## src/shared/pulse_channel_defs.svh

```systemverilog
// constants for the discrete output pulse channel
// Operation
// - mode type change forces output off
// - momentary true write gives one pulse
// - running pulse completes before new value
// - pulse length in ms, 0-to-1 trigger
// - continuous mode on for percent of period
// - on-time first, then off for remainder
// - new on-time applies at period end
// - hold mode freezes output at failure
// - failure value mode drives configured level
// - initial on-time used until first command
// - period configurable 2 to 200 ms
`ifndef PULSE_CHANNEL_DEFS_SVH
`define PULSE_CHANNEL_DEFS_SVH
// ==========================================
// timing
`define CLK_FREQ_HZ 25000000
`define TICK_TIME_MS 1
`define TICK_CYCLES ((`CLK_FREQ_HZ / 1000) * `TICK_TIME_MS)
`define PERIOD_MIN_MS 8'h02
`define PERIOD_MAX_MS 8'hC8
`define PERCENT_FULL 8'h64
// ==========================================
// encodings
`define MODE_DISCRETE 2'h0
`define MODE_MOMENTARY 2'h1
`define MODE_CONTINUOUS 2'h2
`define OUT_RESET 1'h0
`endif

```

## src/shared/pulse_channel_pkg.sv

```systemverilog
// types for the discrete output pulse channel
package pulse_channel_pkg;
  typedef enum logic [1:0] {
    mode_discrete = 2'b00,
    mode_momentary = 2'b01,
    mode_continuous = 2'b10
  } out_mode_t;
  typedef enum logic [1:0] {
    mom_idle = 2'b00,
    mom_pulse = 2'b01
  } mom_state_t;
endpackage

```

## src/logic/pulse_channel.sv

```systemverilog
// discrete output channel: discrete, momentary and continuous pulse modes
`timescale 1ns/1ps
`include "pulse_channel_defs.svh"
module pulse_channel
  import pulse_channel_pkg::*;
#(
  parameter int unsigned TICK_CYCLES = `TICK_CYCLES
) (
  input wire logic clock, // 25 MHz clock
  input wire logic rst, // sync reset, high
  input wire logic ce, // clock enable
  input wire logic [1:0] cfg_mode, // output mode
  input wire logic cfg_load, // new configuration strobe
  input wire logic [7:0] cfg_on_ms, // momentary pulse length, ms
  input wire logic [7:0] cfg_period_ms, // continuous period, ms
  input wire logic [7:0] cfg_init_pct, // initial on-time percent
  input wire logic cfg_fail_hold, // 1 hold last, 0 configured value
  input wire logic cfg_fail_value, // configured failure level
  input wire logic wr_valid, // value write strobe
  input wire logic wr_value, // discrete / momentary value
  input wire logic [7:0] wr_pct, // continuous on-time percent
  input wire logic comm_lost, // controller communication lost
  output logic out_q, // field output
  output logic pulse_busy // momentary pulse running
);
  // ==========================================
  // synchronised pin input
  // comm_lost arrives asynchronous to clock
  logic lost_s1_q;
  logic lost_s2_q;
  always_ff @(posedge clock) begin
    if (rst) begin
      lost_s1_q <= 1'b0;
      lost_s2_q <= 1'b0;
    end else if (ce) begin
      lost_s1_q <= comm_lost;
      lost_s2_q <= lost_s1_q;
    end
  end
  // ==========================================
  // tick and state
  logic tick;
  ms_tick_gen #(.CYCLES(TICK_CYCLES)) u_tick (
    .clock(clock),
    .rst(rst),
    .ce(ce),
    .tick(tick)
  );
  out_mode_t mode_q;
  mom_state_t mom_q;
  logic [7:0] mom_cnt_q;
  logic pend_q;
  logic last_val_q;
  logic [7:0] pct_q;
  logic [7:0] pct_pend_q;
  logic [7:0] period_q;
  logic [7:0] on_ms_q;
  logic [7:0] per_cnt_q;
  logic fail_q;
  // ==========================================
  // decode
  // percent values above full scale saturate
  function automatic logic [7:0] clamp_pct(input logic [7:0] pct);
    return (pct > `PERCENT_FULL) ? `PERCENT_FULL : pct;
  endfunction
  wire mode_change = cfg_load && (cfg_mode != mode_q);
  wire fail_enter = lost_s2_q && !fail_q;
  wire live_wr = wr_valid && !lost_s2_q;
  wire is_mom = (mode_q == mode_momentary);
  wire is_cont = (mode_q == mode_continuous);
  wire rise = live_wr && wr_value && !last_val_q;
  wire trig = is_mom && (rise || (mom_q == mom_idle && pend_q));
  wire [15:0] on_prod = 16'(pct_q) * 16'(period_q);
  wire [7:0] on_ms_cont = 8'(on_prod / 16'(`PERCENT_FULL));
  wire per_end = tick && (per_cnt_q + 8'h1 >= period_q);
  wire [7:0] period_clamp = (cfg_period_ms < `PERIOD_MIN_MS) ? `PERIOD_MIN_MS :
                            (cfg_period_ms > `PERIOD_MAX_MS) ? `PERIOD_MAX_MS :
                            cfg_period_ms;
  wire cont_level = (per_cnt_q < on_ms_cont);
  // pulse ends at the on_ms-th tick; the first tick may be partial
  wire mom_done = (mom_q == mom_pulse) && tick && (mom_cnt_q + 8'h1 >= on_ms_q);
  logic out_d;
  // failure outranks a mode change
  always_comb begin
    out_d = out_q;
    if (fail_q) begin
      out_d = out_q;
    end else if (fail_enter) begin
      out_d = cfg_fail_hold ? out_q : cfg_fail_value;
    end else if (mode_change) begin
      out_d = 1'b0;
    end else if (mode_q == mode_discrete) begin
      out_d = live_wr ? wr_value : out_q;
    end else if (is_mom) begin
      out_d = (mom_q == mom_pulse && !mom_done) ||
              (mom_q == mom_idle && trig && on_ms_q != 8'h0);
    end else if (is_cont) begin
      out_d = cont_level;
    end
  end
  // ==========================================
  // output and failure state
  always_ff @(posedge clock) begin
    if (rst) begin
      out_q <= `OUT_RESET;
      fail_q <= 1'b0;
      last_val_q <= 1'b0;
    end else if (ce) begin
      out_q <= out_d;
      fail_q <= lost_s2_q;
      if (mode_change) begin
        last_val_q <= 1'b0;
      end else if (live_wr) begin
        last_val_q <= wr_value;
      end
    end
  end
  // ==========================================
  // configuration
  always_ff @(posedge clock) begin
    if (rst) begin
      mode_q <= mode_discrete;
      on_ms_q <= 8'h0;
      period_q <= `PERIOD_MIN_MS;
    end else if (ce && cfg_load) begin
      mode_q <= out_mode_t'(cfg_mode);
      on_ms_q <= cfg_on_ms;
      period_q <= period_clamp;
    end
  end
  // ==========================================
  // momentary pulse
  always_ff @(posedge clock) begin
    if (rst) begin
      mom_q <= mom_idle;
      mom_cnt_q <= 8'h0;
      pend_q <= 1'b0;
    end else if (ce) begin
      if (mode_change || fail_q || fail_enter) begin
        mom_q <= mom_idle;
        mom_cnt_q <= 8'h0;
        pend_q <= 1'b0;
      end else begin
        case (mom_q)
          mom_idle: begin
            pend_q <= 1'b0;
            if (trig && on_ms_q != 8'h0) begin
              mom_q <= mom_pulse;
              mom_cnt_q <= 8'h0;
            end
          end
          mom_pulse: begin
            if (rise) begin
              pend_q <= 1'b1;
            end
            if (mom_done) begin
              mom_q <= mom_idle;
            end else if (tick) begin
              mom_cnt_q <= mom_cnt_q + 8'h1;
            end
          end
          default: mom_q <= mom_idle;
        endcase
      end
    end
  end
  // ==========================================
  // continuous pulse
  always_ff @(posedge clock) begin
    if (rst) begin
      per_cnt_q <= 8'h0;
      pct_q <= 8'h0;
      pct_pend_q <= 8'h0;
    end else if (ce) begin
      if (cfg_load) begin
        per_cnt_q <= 8'h0;
        pct_q <= clamp_pct(cfg_init_pct);
        pct_pend_q <= clamp_pct(cfg_init_pct);
      end else begin
        if (live_wr && is_cont) begin
          pct_pend_q <= clamp_pct(wr_pct);
        end
        if (per_end) begin
          per_cnt_q <= 8'h0;
          pct_q <= pct_pend_q;
        end else if (tick) begin
          per_cnt_q <= per_cnt_q + 8'h1;
        end
      end
    end
  end
  assign pulse_busy = (mom_q == mom_pulse);
  // ==========================================
  // pulse length bookkeeping for checks
  // cycles spent in the current pulse, and its length at start
  logic [31:0] busy_cyc_q;
  logic [7:0] len_q;
  always_ff @(posedge clock) begin
    if (rst) begin
      busy_cyc_q <= 32'h0;
      len_q <= 8'h0;
    end else if (ce) begin
      if (mom_q == mom_pulse) begin
        busy_cyc_q <= busy_cyc_q + 32'h1;
      end else begin
        busy_cyc_q <= 32'h0;
        len_q <= on_ms_q;
      end
    end
  end
  wire [31:0] len_max = 32'(len_q) * 32'(TICK_CYCLES);
  wire [31:0] len_min = 32'(on_ms_q - 8'h1) * 32'(TICK_CYCLES);
  // ==========================================
  // checks
  chk_mode_change_off: assert property (@(posedge clock) disable iff (rst)
    ce && mode_change && !lost_s2_q && !fail_q |=> !out_q)
    else $error("output not off after mode change");
  chk_discrete_follow: assert property (@(posedge clock) disable iff (rst)
    ce && mode_q == mode_discrete && live_wr && !cfg_load && !fail_q && !fail_enter
    |=> out_q == $past(wr_value))
    else $error("discrete output did not follow write");
  chk_fail_hold: assert property (@(posedge clock) disable iff (rst)
    ce && fail_q |=> $stable(out_q))
    else $error("output moved during failure");
  chk_fail_value: assert property (@(posedge clock) disable iff (rst)
    ce && fail_enter && !cfg_fail_hold |=> out_q == $past(cfg_fail_value))
    else $error("failure value not driven");
  chk_pulse_start: assert property (@(posedge clock) disable iff (rst)
    ce && mom_q == mom_idle && trig && on_ms_q != 8'h0 && !mode_change && !fail_q
    && !fail_enter |=> out_q && pulse_busy)
    else $error("momentary pulse did not start");
  chk_pulse_keep: assert property (@(posedge clock) disable iff (rst)
    ce && pulse_busy && rise && !mode_change && !fail_enter |=> pulse_busy || pend_q)
    else $error("new value lost during pulse");
  chk_pct_apply: assert property (@(posedge clock) disable iff (rst)
    ce && !cfg_load && !per_end |=> pct_q == $past(pct_q))
    else $error("on-time changed mid period");
  chk_period_range: assert property (@(posedge clock) disable iff (rst)
    period_q >= `PERIOD_MIN_MS && period_q <= `PERIOD_MAX_MS)
    else $error("period out of range");
  chk_zero_pct: assert property (@(posedge clock) disable iff (rst)
    ce && is_cont && pct_q == 8'h0 && !fail_q && !fail_enter && !cfg_load |=> !out_q)
    else $error("zero on-time gave a pulse");
  // ==========================================
  // checks: discrete, failure, reset and enable
  chk_discrete_hold: assert property (@(posedge clock) disable iff (rst)
    ce && mode_q == mode_discrete && !live_wr && !cfg_load && !fail_enter |=> $stable(out_q))
    else $error("discrete output moved without a write");
  chk_fail_enter_hold: assert property (@(posedge clock) disable iff (rst)
    ce && fail_enter && cfg_fail_hold |=> $stable(out_q))
    else $error("hold mode changed output on failure");
  chk_fail_abort: assert property (@(posedge clock) disable iff (rst)
    ce && fail_enter |=> !pulse_busy)
    else $error("pulse kept running in failure");
  chk_reset_off: assert property (@(posedge clock)
    rst |=> !out_q && !pulse_busy)
    else $error("reset did not clear output");
  chk_ce_freeze: assert property (@(posedge clock) disable iff (rst)
    !ce |=> $stable(out_q) && $stable(mom_q) && $stable(per_cnt_q))
    else $error("state moved with enable low");
  // ==========================================
  // checks: momentary
  chk_pulse_end: assert property (@(posedge clock) disable iff (rst)
    ce && is_mom && mom_done && !mode_change && !fail_q && !fail_enter |=> !out_q)
    else $error("output not off at pulse end");
  chk_pend_start: assert property (@(posedge clock) disable iff (rst)
    ce && is_mom && mom_q == mom_idle && pend_q && on_ms_q != 8'h0
    && !mode_change && !fail_q && !fail_enter |=> pulse_busy)
    else $error("pended pulse did not start");
  chk_pulse_max: assert property (@(posedge clock) disable iff (rst)
    pulse_busy |-> busy_cyc_q < len_max)
    else $error("pulse longer than configured");
  chk_pulse_min: assert property (@(posedge clock) disable iff (rst)
    mom_done && on_ms_q == len_q |-> busy_cyc_q >= len_min)
    else $error("pulse shorter than configured");
  chk_zero_len: assert property (@(posedge clock) disable iff (rst)
    ce && is_mom && on_ms_q == 8'h0 && !pulse_busy |=> !pulse_busy)
    else $error("zero length gave a pulse");
  // ==========================================
  // checks: continuous
  chk_init_pct: assert property (@(posedge clock) disable iff (rst)
    ce && cfg_load |=> pct_q == clamp_pct($past(cfg_init_pct)))
    else $error("initial on-time not loaded");
  chk_pend_latch: assert property (@(posedge clock) disable iff (rst)
    ce && is_cont && live_wr && !cfg_load |=> pct_pend_q == clamp_pct($past(wr_pct)))
    else $error("new on-time not kept pending");
  chk_cont_on: assert property (@(posedge clock) disable iff (rst)
    ce && is_cont && !cfg_load && !fail_q && !fail_enter
    |=> out_q == $past(per_cnt_q < on_ms_cont))
    else $error("continuous level wrong");
  chk_per_bound: assert property (@(posedge clock) disable iff (rst)
    per_cnt_q < period_q)
    else $error("period counter past period");
  chk_per_wrap: assert property (@(posedge clock) disable iff (rst)
    ce && per_end && !cfg_load |=> per_cnt_q == 8'h0)
    else $error("period counter did not wrap");
  // ==========================================
  // coverage
  cov_mom_pulse: cover property (@(posedge clock) disable iff (rst) mom_done);
  cov_cont_wrap: cover property (@(posedge clock) disable iff (rst) is_cont && per_end);
  cov_fail: cover property (@(posedge clock) disable iff (rst) fail_enter);
  cov_pend_restart: cover property (@(posedge clock) disable iff (rst)
    is_mom && pend_q && mom_q == mom_idle);
  cov_ce_hold: cover property (@(posedge clock) disable iff (rst) !ce && out_q);
endmodule

```

## src/logic/ms_tick_gen.sv

```systemverilog
// millisecond tick generator
`timescale 1ns/1ps
`include "pulse_channel_defs.svh"
module ms_tick_gen #(
  parameter int unsigned CYCLES = `TICK_CYCLES
) (
  input wire logic clock, // system clock
  input wire logic rst, // sync reset
  input wire logic ce, // clock enable
  output logic tick // one-cycle ms pulse
);
  logic [31:0] cnt_q;
  wire wrap = (cnt_q == 32'(CYCLES - 1));
  always_ff @(posedge clock) begin
    if (rst) begin
      cnt_q <= 32'h0;
    end else if (ce) begin
      cnt_q <= wrap ? 32'h0 : cnt_q + 32'h1;
    end
  end
  assign tick = ce & wrap;
endmodule

```

## config.mk

```make
export PLATFORM = sky130hd
export DESIGN_NAME = pulse_channel
export DESIGN_NICKNAME = d
export VERILOG_FILES = /design/src/shared/pulse_channel_pkg.sv /design/src/logic/pulse_channel.sv /design/src/logic/ms_tick_gen.sv
export VERILOG_INCLUDE_DIRS = /design/src /design/src/shared
export SDC_FILE = /design/constraint.sdc
export NUM_CORES = 1
export LEC_CHECK = 0
export ABC_CLOCK_PERIOD_IN_PS = 13350
export BUFFER_PORTS_ARGS = -buffer_cell sky130_fd_sc_hd__buf_2
export CAP_MARGIN = 20
export CORE_ASPECT_RATIO = 0.6
export CORE_MARGIN = 2
export CORE_UTILIZATION = 64
export CTS_CLUSTER_SIZE = 25
export DETAILED_ROUTE_END_ITERATION = 7
export GPL_TIMING_DRIVEN = 0
export PLACE_DENSITY = 0.81
export SLEW_MARGIN = 15
export SYNTH_ARGS = -nofsm -noshare
export SYNTH_HDL_FRONTEND = slang
export SYNTH_HIERARCHICAL = 1
export SYNTH_SLANG_ARGS = --single-unit
```

## constraint.sdc

```tcl
create_clock -name clock -period 13.35 [get_ports clock]
set_input_delay 2.67 -clock clock [delete_from_list [all_inputs] [get_ports clock]]
set_output_delay 2.67 -clock clock [all_outputs]
set_load 0.03 [all_outputs]
```

==> reports/metrics.cfg, run 1 <==
[status]
status = finished, final reports clean

[drt]
via_per_inst = 6.35
drt_pass1_iterations = 5
wire_per_inst_um = 17.0
drt-total-wl_mm = 24.5
vias = 9148
postRouteAntennaNets = 0
drt_iter0_markers = 1080
drc = 0

[worst_setup_path]
max_stage_delay_ns = 0.56
worstPathMaxFanout = 10
crit_required_ns = 13.60
cp-end-kind = flip-flop
cpMaxStageDelayCell = fa_1
startpoint_type = flip-flop
crit_top_cell = fa_1
crit_type = flip-flop to flip-flop
arrival_ns = 12.27

[place]
dpl.hpwl_mm = 18.8
io_buffers = 44
post-place-cells = 1425
gp_congestion = 0.937
postPlaceCellArea_sq_um = 9970

[clock_tree]
root_buffer = clkbuf_16
post_cts_buffers = 0
cts_made_buffers = 9
clk_latency_ns = 0.34
clkSlewWorstSetupHoldPaths_ns = 0.07
cts_resized = 0
cts_tree = yes
postCtsHoldBufs = 0
htreeDepth = 3
cts_sinks = 89
cts_buffer_depth = 2

[synthesis]
post-synth-top-count-cell = nand2_1
synth_area_sq_um = 9500
ys_seq_area_share_pct = 18.8
syn_inst = 1183
synth-edff-count = 0
syn_area_per_cell_sq_um = 8.03
yosys-top-cells-count = nand2_1 (100), a21oi_1 (93), dfxtp_1 (89), nor2_1 (89), inv_1 (87)
synth_top_area_share_pct = 18.8
async_flop_share_pct = 0
ys_ff_latch = 89
synth_flop_cell = dfxtp_1
synth_cell_types = 112
yosys_warnings = 6
synth_fp_nets = 1327
synth_area_leaders = dfxtp_1 (19%), ha_1 (8.6%), fa_1 (7.6%), a21oi_1 (4.9%), nand2_1 (4.0%)
synth_largest_area_cell = dfxtp_1

[cells_and_area]
area.growth.synth_to_final_pct = 8.09
final_design_area_no_fill_sq_um = 10300
fin_nets = 1382
drive_gt1_share_pct = 11.8
stdcell_count = 1441
antenna_cells = 0
fill_cells = 1228

[die]
dieArea_sq_um = 15900
io_pins = 45
start_util_pct = 65.5
core_sq_um = 14500
die_h_um = 98.4
fp-row-count = 34
die_w_um = 161

[timing]
max_freq_mhz = 83.2
fin_crit_sh_pct = 90.0
tightest_slew_ns = 1.08
hold_violations = 0
relSlewSlack_pct = 27.9
final-setup-viol-count = 0
layout_min_cycle_time_ns = 12.02
drv_slew = 0
clock_skew_ns = 0.00868
rsz0062_at_grt = no
finalSetupTns_ns = 0

[pwr]
peakVddDrop_v = 0.0000620
total_leakage_power_nw = 4.21
power_density_nw_per_um2 = 66.1

[global_route]
grt-ovfl-total = 0
grt_use_total_pct = 31.3
antenna_found_initial = 0
grt_max_degree = 17
grt_pass1_wl_mm = 41.2
grt_pass1_vias = 8117

[flow_run]
maxCapViolCount = 0

[worst_hold_path]
hold_path.class = flip-flop to flip-flop

-- layout by cell type (no fill, tap or decap), types with 34 or more instances in the layout --
master	instances
fa_1	36
inv_1	87
buf_2	55
nor2_1	89
dfxtp_1	89
nand3_1	34
ha_1	65
and2_1	59
nand2_1	100
o21ai_0	47
a21oi_1	93
-- cell type report --
| type | count | area [sq um] | share of cell area (%) |
|---|---|---|---|
| Timing Repair Buffer | 44 | 220 | 2.14 |
| Tap cell | 198 | 248 | 2.41 |
| Buffer | 47 | 244 | 2.38 |
| Multi-Input combinational cell | 959 | 7140 | 69.6 |
| Inverter | 88 | 330 | 3.22 |
| Clock inverter | 6 | 71.3 | 0.695 |
| Clock buffer | 10 | 229 | 2.23 |
| Sequential cell | 89 | 1780 | 17.4 |
-- metrics by stage --
stage / utilization [%] / hold WS, ns / total power, mW / setup slack, ns
2_1_floorplan: - / 0.428 / 0.381 / 2.73
3_3_place_gp: 68.7 / 0.440 / 0.417 / 1.65
3_5_place_dp: 68.7 / 0.440 / 0.420 / 1.58
4_1_cts: 70.8 / 0.449 / 0.676 / 1.41
5_1_grt: 70.8 / 0.473 / 0.706 / 0.636
6_report: 70.8 / 0.454 / 0.678 / 1.33
-- worst paths after layout --
| kind | endpoint | slack, ns | cells past startpoint | startpoint |
|---|---|---|---|---|
| setup / recovery | out_q$_SDFFE_PP0P_ | 1.33 | 39 | period_q[4]$_SDFFE_PP0P_ |
| setup reg to reg | out_q$_SDFFE_PP0P_ | 1.33 | 39 | period_q[4]$_SDFFE_PP0P_ |
| hold reg to reg | last_val_q$_SDFFE_PP0P_ | 0.45 | 2 | last_val_q$_SDFFE_PP0P_ |
| hold / removal | last_val_q$_SDFFE_PP0P_ | 0.45 | 2 | last_val_q$_SDFFE_PP0P_ |
-- cells by family after synthesis --
| kind of cell | count (synthesis) | synth area share [%] |
|---|---|---|
| xor gates and xnor gates | 56 | 5.52 |
| adders and majority gates | 104 | 16.5 |
| DFF | 89 | 18.8 |
| buffers and inverters | 135 | 6.04 |
| and+or+nand+nor | 461 | 26.1 |
| AOI/OAI and AO/OA | 314 | 24.2 |
| muxes | 24 | 2.92 |
-- critical path: cells and delay by family, from the launching register on --
family / cells / cell delay, ns
AO/OA/AOI/OAI: 15 / 3.92
adder cells (fa/ha/maj): 7 / 3.18
AND/OR/NAND/NOR: 7 / 2.19
multiplexers: 5 / 1.61
buffers and inverters: 5 / 0.71
flip-flops: 1 / 0.31
-- power breakdown --
part	leakage, nW	internal, mW	total [mW]	switching (mW)
Combinational	3.35	0.0512	0.138	0.0868
Clock	0.140	0.147	0.260	0.113
Sequential	0.722	0.272	0.280	0.00830
-- state kept, by name, indices dropped and copies added (netlist names) --
signal        flops
pct_pend_q        8
mode_q            2
lost_s1_q         1
mom_q             1
period_q          8
fail_q            1
pct_q             8
per_cnt_q         8
on_ms_q           8
lost_s2_q         1
pend_q            1
last_val_q        1
u_tick/cnt_q     32
out_q             1
mom_cnt_q         8
-- metal layers --
| metal | vias to the layer above | GRT usage [%] | part of all wire (%) |
|---|---|---|---|
| li1 | 4412 | - | - |
| met4 | 0 | 2.88 | 0.37 |
| met3 | 11 | 5.40 | 9.1 |
| met2 | 403 | 42.7 | 39 |
| met5 | - | 0 | 0 |
| met1 | 4322 | 52.1 | 52 |
Note: power is estimated with default switching activity, not from simulation.
==> inputs of run 2 (changes only) <==
--- a/config.mk
+++ b/config.mk
@@ -19,5 +19,4 @@
 export SLEW_MARGIN = 15
 export SYNTH_ARGS = -nofsm -noshare
 export SYNTH_HDL_FRONTEND = slang
-export SYNTH_HIERARCHICAL = 1
 export SYNTH_SLANG_ARGS = --single-unit
==> run 2 against run 1 <==
Net effect:
- total power increased by 0.18%
- clock-buffer cell count up 1
- global-route usage grew 0.90 points
- fmax increased by 11%
- first-iteration DRC count fell by 13%
- critical path depth down 3
- cell count decreased by 3.5%
- routed wire length shrank 1.6%
- combinational power decreased by 12%
- sequential power about the same
- utilization is 1.2 points higher
- critical path type unchanged
==> reports/metrics.cfg, run 2 <==
[clock_tree]
htreeDepth = 3  ; unchanged
postCtsHoldBufs = 0  ; unchanged
root_buffer = clkbuf_16
clk_latency_ns = 0.34  ; about the same
cts_tree = yes
cts_sinks = 89  ; unchanged
clkSlewWorstSetupHoldPaths_ns = 0.06  ; about the same
post_cts_buffers = 0  ; unchanged
cts_resized = 0  ; unchanged
cts_buffer_depth = 2  ; unchanged
cts_made_buffers = 9  ; unchanged

[pwr]
total_leakage_power_nw = 4.39  ; +4.1%
power_density_nw_per_um2 = 68.2  ; +3.3%
peakVddDrop_v = 0.0000596  ; -3.8%
power_mw = 0.680  ; +0.18%

[synthesis]
ys_seq_area_share_pct = 19.4  ; +0.68 points
yosys-top-cells-count = nor2_1 (114), nand2_1 (111), dfxtp_1 (89), inv_1 (73), ha_1 (65)
synth_cell_types = 114  ; +1.8%
yosys_warnings = 0  ; -6
post-synth-top-count-cell = nor2_1
async_flop_share_pct = 0  ; unchanged
synth_flop_cell = dfxtp_1
synth-edff-count = 0  ; unchanged
synth_largest_area_cell = dfxtp_1
synth_top_area_share_pct = 19.4  ; +0.68 points
synth_area_sq_um = 9170  ; -3.5%
syn_area_per_cell_sq_um = 8.06  ; +0.31%
syn_inst = 1138  ; -3.8%
synth_fp_nets = 1282  ; -3.4%
synth_area_leaders = dfxtp_1 (19%), ha_1 (8.9%), fa_1 (7.9%), nor2_1 (4.7%), nand2_1 (4.5%)
ys_ff_latch = 89  ; unchanged

[place]
io_buffers = 44  ; unchanged
dpl.hpwl_mm = 18.7  ; -0.42%
post-place-cells = 1374  ; -3.6%
gp_congestion = 0.985  ; +5.1%
postPlaceCellArea_sq_um = 9630  ; -3.4%

[worst_setup_path]
startpoint_type = flip-flop
cpLargestDelayFamily = compound AO/OA/AOI/OAI gates
worstPathMaxFanout = 10  ; unchanged
max_stage_delay_ns = 0.63  ; +0.07 ns
arrival_ns = 11.09  ; -1.18 ns
cp_num_buf_inv = 5  ; unchanged
crit_top_cell = fa_1
cp-end-kind = flip-flop
crit_required_ns = 13.61  ; about the same
crit_type = flip-flop to flip-flop
cpMaxStageDelayCell = a221oi_2

[drt]
drc = 0  ; unchanged
vias = 8663  ; -5.3%
drt_iter0_markers = 941  ; -13%
drt_pass1_iterations = 5  ; unchanged
via_per_inst = 6.23  ; -1.8%
drt-total-wl_mm = 24.1  ; -1.6%
wire_per_inst_um = 17.4  ; +2.0%
postRouteAntennaNets = 0  ; unchanged

[die]
core_sq_um = 13800  ; -4.6%
die_w_um = 159  ; -1.7%
die_h_um = 96.7  ; -1.7%
io_pins = 45  ; unchanged
fp-row-count = 33  ; -2.9%
start_util_pct = 66.3  ; +0.79 points
dieArea_sq_um = 15300  ; -3.4%

[global_route]
grt-ovfl-total = 0  ; unchanged
grt_pass1_vias = 8028  ; -1.1%
grt_max_degree = 15  ; -2
grt_use_total_pct = 32.2  ; +0.90 points
antenna_found_initial = 0  ; unchanged
grt_pass1_wl_mm = 40.1  ; -2.7%

[cells_and_area]
regMostFlops = u_tick.cnt_q
antenna_cells = 0  ; unchanged
mostFrequentLayoutCell = nor2_1
largest_reg_flops = 32  ; unchanged
drive_gt1_share_pct = 12.4  ; +0.61 points
final_cell_mix = nor2_1 (114), nand2_1 (111), dfxtp_1 (89)
final_design_area_no_fill_sq_um = 9960  ; -3.0%
stdcell_count = 1390  ; -3.5%
post-route-util_pct = 72.0  ; +1.2 points
area.growth.synth_to_final_pct = 8.63
fin_nets = 1337  ; -3.3%

[timing]
fin_crit_sh_pct = 81.1  ; -8.9 points
finalSetupTns_ns = 0  ; unchanged
clock_skew_ns = 0.00598  ; -0.00270 ns
relSlewSlack_pct = 33.0  ; +5.1 points
rsz0062_at_grt = no
hold_violations = 0  ; unchanged
layout_min_cycle_time_ns = 10.83  ; -1.19 ns
drv_slew = 0  ; unchanged
max_freq_mhz = 92.4  ; +11%
final-setup-viol-count = 0  ; unchanged
tightest_slew_ns = 1.00  ; -0.0739 ns

[flow_run]
maxCapViolCount = 0  ; unchanged

[worst_hold_path]
hold_path.class = flip-flop to flip-flop

[status]
status = finished, final reports clean

==> run 2: cell count changes in the layout (fill, tap and decap cells not counted), sizes merged, moves of 13 or more <==
cell | previous run | this run
a21oi | 99 | 70
or4 | 17 | 2
nor2 | 92 | 118
xor2 | 24 | 38
inv | 91 | 74
or3 | 18 | 5
==> run 2: metal layers <==
layer,GRT usage [%],up-vias,part of all wire (%)
li1,-,4165,-
met1,52.5,4095,50
met3,7.80,22,11
met5,0,-,0
met4,3.74,0,0.51
met2,43.4,381,39
==> run 2: final cells by class <==
type | instances | area, sq um
clock inverters | 5 | 77.6
flip-flops and latches | 89 | 1780
repair buffers | 44 | 220
plain buffers | 42 | 194
fillers | 1107 | 3870
well taps | 192 | 240
multi-input cells | 933 | 6910
clock buffers | 11 | 253
inverters | 74 | 278
==> run 2: path summary, 6_finish.rpt <==
check                                   from                    endpoint  slack, ns  depth (start not counted)
setup / recovery    period_q[4]$_SDFFE_PP0P_          out_q$_SDFFE_PP0P_       2.52                         36
hold / removal    pct_pend_q[6]$_SDFFE_PP0P_  pct_pend_q[6]$_SDFFE_PP0P_       0.46                          2
setup reg to reg    period_q[4]$_SDFFE_PP0P_          out_q$_SDFFE_PP0P_       2.52                         36
hold reg to reg   pct_pend_q[6]$_SDFFE_PP0P_  pct_pend_q[6]$_SDFFE_PP0P_       0.46                          2
==> run 2: report_power, final <==
group / internal, mW / switching (mW)
Sequential: 0.272 / 0.00818
Combinational: 0.0452 / 0.0762
Clock: 0.174 / 0.104
Total: 0.491 / 0.188
==> run 2: cells by family after synthesis <==
logic type                 after synthesis  share of synthesized area (%)
buffers and inverters                  116                           5.15
adders and majority gates              103                           17.0
muxes                                   19                           2.14
and+or+nand+nor                        458                           25.1
AOI/OAI and AO/OA                      282                           24.2
DFF                                     89                           19.4
xor gates and xnor gates                71                           7.03
==> run 2: tightest hold or removal path: cells and delay by family (launching register included) <==
family	cells	cell delay, ns
and+or+nand+nor	1	0.05
DFF	1	0.31
AOI/OAI and AO/OA	1	0.05
==> run 2: metrics by stage <==
step / hold slack [ns] / setup slack (ns)
after global routing: 0.465 / 1.91
final: 0.460 / 2.52
after floorplan: 0.432 / 4.06
after global placement: 0.440 / 2.80
after CTS: 0.460 / 2.68
after detailed placement: 0.449 / 2.77
==> inputs of run 3 (changes only) <==
--- a/config.mk
+++ b/config.mk
@@ -6,16 +6,17 @@
 export SDC_FILE = /design/constraint.sdc
 export NUM_CORES = 1
 export LEC_CHECK = 0
-export ABC_CLOCK_PERIOD_IN_PS = 13350
+export ABC_AREA = 1
+export ABC_CLOCK_PERIOD_IN_PS = 10510
 export BUFFER_PORTS_ARGS = -buffer_cell sky130_fd_sc_hd__buf_2
 export CAP_MARGIN = 20
 export CORE_ASPECT_RATIO = 0.6
 export CORE_MARGIN = 2
-export CORE_UTILIZATION = 64
+export CORE_UTILIZATION = 63
 export CTS_CLUSTER_SIZE = 25
 export DETAILED_ROUTE_END_ITERATION = 7
 export GPL_TIMING_DRIVEN = 0
-export PLACE_DENSITY = 0.81
+export PLACE_DENSITY = 0.8
 export SLEW_MARGIN = 15
 export SYNTH_ARGS = -nofsm -noshare
 export SYNTH_HDL_FRONTEND = slang
==> constraint.sdc (replaced) <==
create_clock -name clock -period 10.51 [get_ports clock]
set_input_delay 2.102 -clock clock [delete_from_list [all_inputs] [get_ports clock]]
set_output_delay 2.102 -clock clock [all_outputs]
set_load 0.03 [all_outputs]
==> run 3 against run 2 <==
Net effect:
- highest routed layer unchanged
- clock power up 27%
- clock-buffer cell count down 1
- cell count up 13%
- sequential power up 26%
- critical path depth up 36
- die area down 2.5%
- design area down 4.0%
- global-route usage down 2.8 points
- critical path type unchanged
- routed wire length down 12%
- hold slack worse by 0.010 ns
- largest cell class unchanged
- first-iteration DRC count down 22%
- combinational power up 76%
==> reports/metrics.cfg, run 3 <==
[worst_hold_path]
hold_path.class = flip-flop to flip-flop
hold_depth = 2  ; unchanged

[pwr]
total_leakage_power_nw = 5.18  ; +18%
peakVddDrop_v = 0.0000921  ; +54%
power_mw = 0.920  ; +35%
power_density_nw_per_um2 = 96.3  ; +41%

[worst_setup_path]
startpoint_type = flip-flop
arrival_ns = 9.77  ; -1.32 ns
reg2regPathDepth = 72  ; +100%
cp_num_buf_inv = 7  ; +2
crit_type = flip-flop to flip-flop
crit_required_ns = 10.78  ; -2.83 ns
cpMaxStageDelayCell = fa_1
max_stage_delay_ns = 0.55  ; -0.08 ns
crit_top_cell = nand2_1
cpLargestDelayFamily = simple AND/OR/NAND/NOR gates
worstPathMaxFanout = 10  ; unchanged
cp.depth = 72  ; +100%
cp-end-kind = flip-flop

[timing]
final-setup-viol-count = 0  ; unchanged
tightest_slew_ns = 0.769  ; -0.232 ns
hold_violations = 0  ; unchanged
layout_min_cycle_time_ns = 9.51  ; -1.32 ns
finalSetupTns_ns = 0  ; unchanged
relSlewSlack_pct = 48.7  ; +16 points
rsz0062_at_grt = no
clock_skew_ns = 0.00850  ; +0.00252 ns
drv_slew = 0  ; unchanged
fin_crit_sh_pct = 90.4  ; +9.4 points
max_freq_mhz = 105  ; +14%

[place]
io_buffers = 43  ; -2.3%
gp_congestion = 0.895  ; -9.2%
dpl.hpwl_mm = 16.9  ; -9.5%
postPlaceCellArea_sq_um = 9230  ; -4.2%

[clock_tree]
cts_tree = yes
clk_latency_ns = 0.34  ; about the same
cts_made_buffers = 9  ; unchanged
cts_buffer_depth = 2  ; unchanged
clkSlewWorstSetupHoldPaths_ns = 0.07  ; about the same
root_buffer = clkbuf_16
cts_resized = 0  ; unchanged
post_cts_buffers = 0  ; unchanged
cts_sinks = 89  ; unchanged
postCtsHoldBufs = 0  ; unchanged
htreeDepth = 3  ; unchanged

[drt]
drc = 0  ; unchanged
via_per_inst = 5.43  ; -13%
vias = 8561  ; -1.2%
postRouteAntennaNets = 0  ; unchanged
drt_pass1_iterations = 5  ; unchanged
drt_iter0_markers = 737  ; -22%
drt-total-wl_mm = 21.1  ; -12%
wire_per_inst_um = 13.4  ; -23%

[die]
dieArea_sq_um = 14900  ; -2.5%
core_sq_um = 13600  ; -1.5%
start_util_pct = 64.5  ; -1.8 points
die_h_um = 95.5  ; -1.2%
fp-row-count = 33  ; unchanged
io_pins = 45  ; unchanged
die_w_um = 157  ; -1.3%

[global_route]
grt_pass1_vias = 7656  ; -4.6%
grt-ovfl-total = 0  ; unchanged
grt_use_total_pct = 29.4  ; -2.8 points
antenna_found_initial = 0  ; unchanged
grt_pass1_wl_mm = 35.6  ; -11%
grt_max_degree = 16  ; +1

[synthesis]
synth-edff-count = 0  ; unchanged
synth_flop_cell = dfxtp_1
syn_inst = 1342  ; +18%
synth_fp_nets = 1486  ; +16%
yosys-top-cells-count = nand2_1 (326), inv_1 (266), dfxtp_1 (89), nor2_1 (84), a21oi_1 (79)
syn_area_per_cell_sq_um = 6.55  ; -19%
async_flop_share_pct = 0  ; unchanged
yosys_warnings = 0  ; unchanged
synth_area_leaders = dfxtp_1 (20%), nand2_1 (14%), inv_1 (11%), ha_1 (9.3%), fa_1 (8.2%)
synth_cell_types = 45  ; -61%
ys_seq_area_share_pct = 20.3  ; +0.83 points
synth_largest_area_cell = dfxtp_1
ys_ff_latch = 89  ; unchanged
synth_area_sq_um = 8790  ; -4.1%
post-synth-top-count-cell = nand2_1
synth_top_area_share_pct = 20.3  ; +0.83 points

[cells_and_area]
drive_gt1_share_pct = 11.1  ; -1.4 points
final_cell_mix = nand2_1 (326), inv_1 (266), dfxtp_1 (89)
final_design_area_no_fill_sq_um = 9560  ; -4.0%
regMostFlops = u_tick.cnt_q
antenna_cells = 0  ; unchanged
area.growth.synth_to_final_pct = 8.68  ; about the same
largest_reg_flops = 32  ; unchanged
fin_nets = 1540  ; +15%
mostFrequentLayoutCell = nand2_1

[flow_run]
maxCapViolCount = 0  ; unchanged

[status]
status = finished, final reports clean

-- run 3: per-stage QoR --
stage / instances / util, % / hold WS [ns] / worst slack [ns]
floorplan: 1342 / - / 0.422 / 2.42
global placement: 1560 / 67.7 / 0.434 / 1.40
CTS: 1576 / 70.1 / 0.446 / 1.14
global route: 1576 / 70.1 / 0.472 / 0.143
finish: 1576 / 70.1 / 0.450 / 1.00
detailed placement: 1560 / 67.7 / 0.436 / 1.18
-- run 3: layer usage --
| layer | global-route usage, % | vias to the layer above | part of all wire, % | routed length (um) |
|---|---|---|---|---|
| li1 | - | 4334 | - | - |
| met1 | 45.2 | 3871 | 51 | 10800 |
| met2 | 42.5 | 332 | 38 | 8070 |
| met3 | 7.27 | 24 | 9.9 | 2090 |
| met4 | 3.13 | 0 | 0.69 | 146 |
| met5 | 0 | - | 0 | 0 |
-- run 3: cells by family (layout without fill, tap and decap cells) --
logic type                 Yosys count  after routing  share of synthesized area [%]
xor gates and xnor gates            34             34                           3.56
AOI/OAI and AO/OA                  173            173                           11.1
and+or+nand+nor                    633            633                           34.3
DFF                                 89             89                           20.3
buffers and inverters              312            371                           13.3
adders and majority gates          101            101                           17.4
-- run 3: path summary, 6_finish.rpt --
check,end,start,slack (ns)
hold reg to reg,pct_pend_q[7]$_SDFFE_PP0P_,pct_pend_q[7]$_SDFFE_PP0P_,0.45
setup reg to reg,out_q$_SDFFE_PP0P_,period_q[4]$_SDFFE_PP0P_,1.00
hold / removal,pct_pend_q[7]$_SDFFE_PP0P_,pct_pend_q[7]$_SDFFE_PP0P_,0.45
setup / recovery,out_q$_SDFFE_PP0P_,period_q[4]$_SDFFE_PP0P_,1.00
-- run 3: final cells by class --
type | instances | area, sq um
multi-input combinational | 941 | 5840
fill | 1203 | 4070
sequential | 89 | 1780
inverter | 281 | 1060
clock buffer | 10 | 239
tap | 175 | 219
timing repair buffer | 43 | 215
buffer | 31 | 116
clock inverter | 6 | 90.1
-- run 3: worst reg2reg max path, delay by kind of cell (launching register included) --
family	cells	cell delay [ns]
simple gates	58	5.41
fa+ha+maj	5	2.45
buf+inv	7	0.90
flops	1	0.31
xor+xnor	1	0.23
compound gates	1	0.13
-- run 3: power breakdown --
part	internal (mW)	switching (mW)	leakage, nW	total (mW)
Sequential	0.348	0.00597	0.724	0.354
Combinational	0.0712	0.142	4.30	0.213
Clock	0.216	0.138	0.159	0.353
Total	0.635	0.286	5.18	0.920
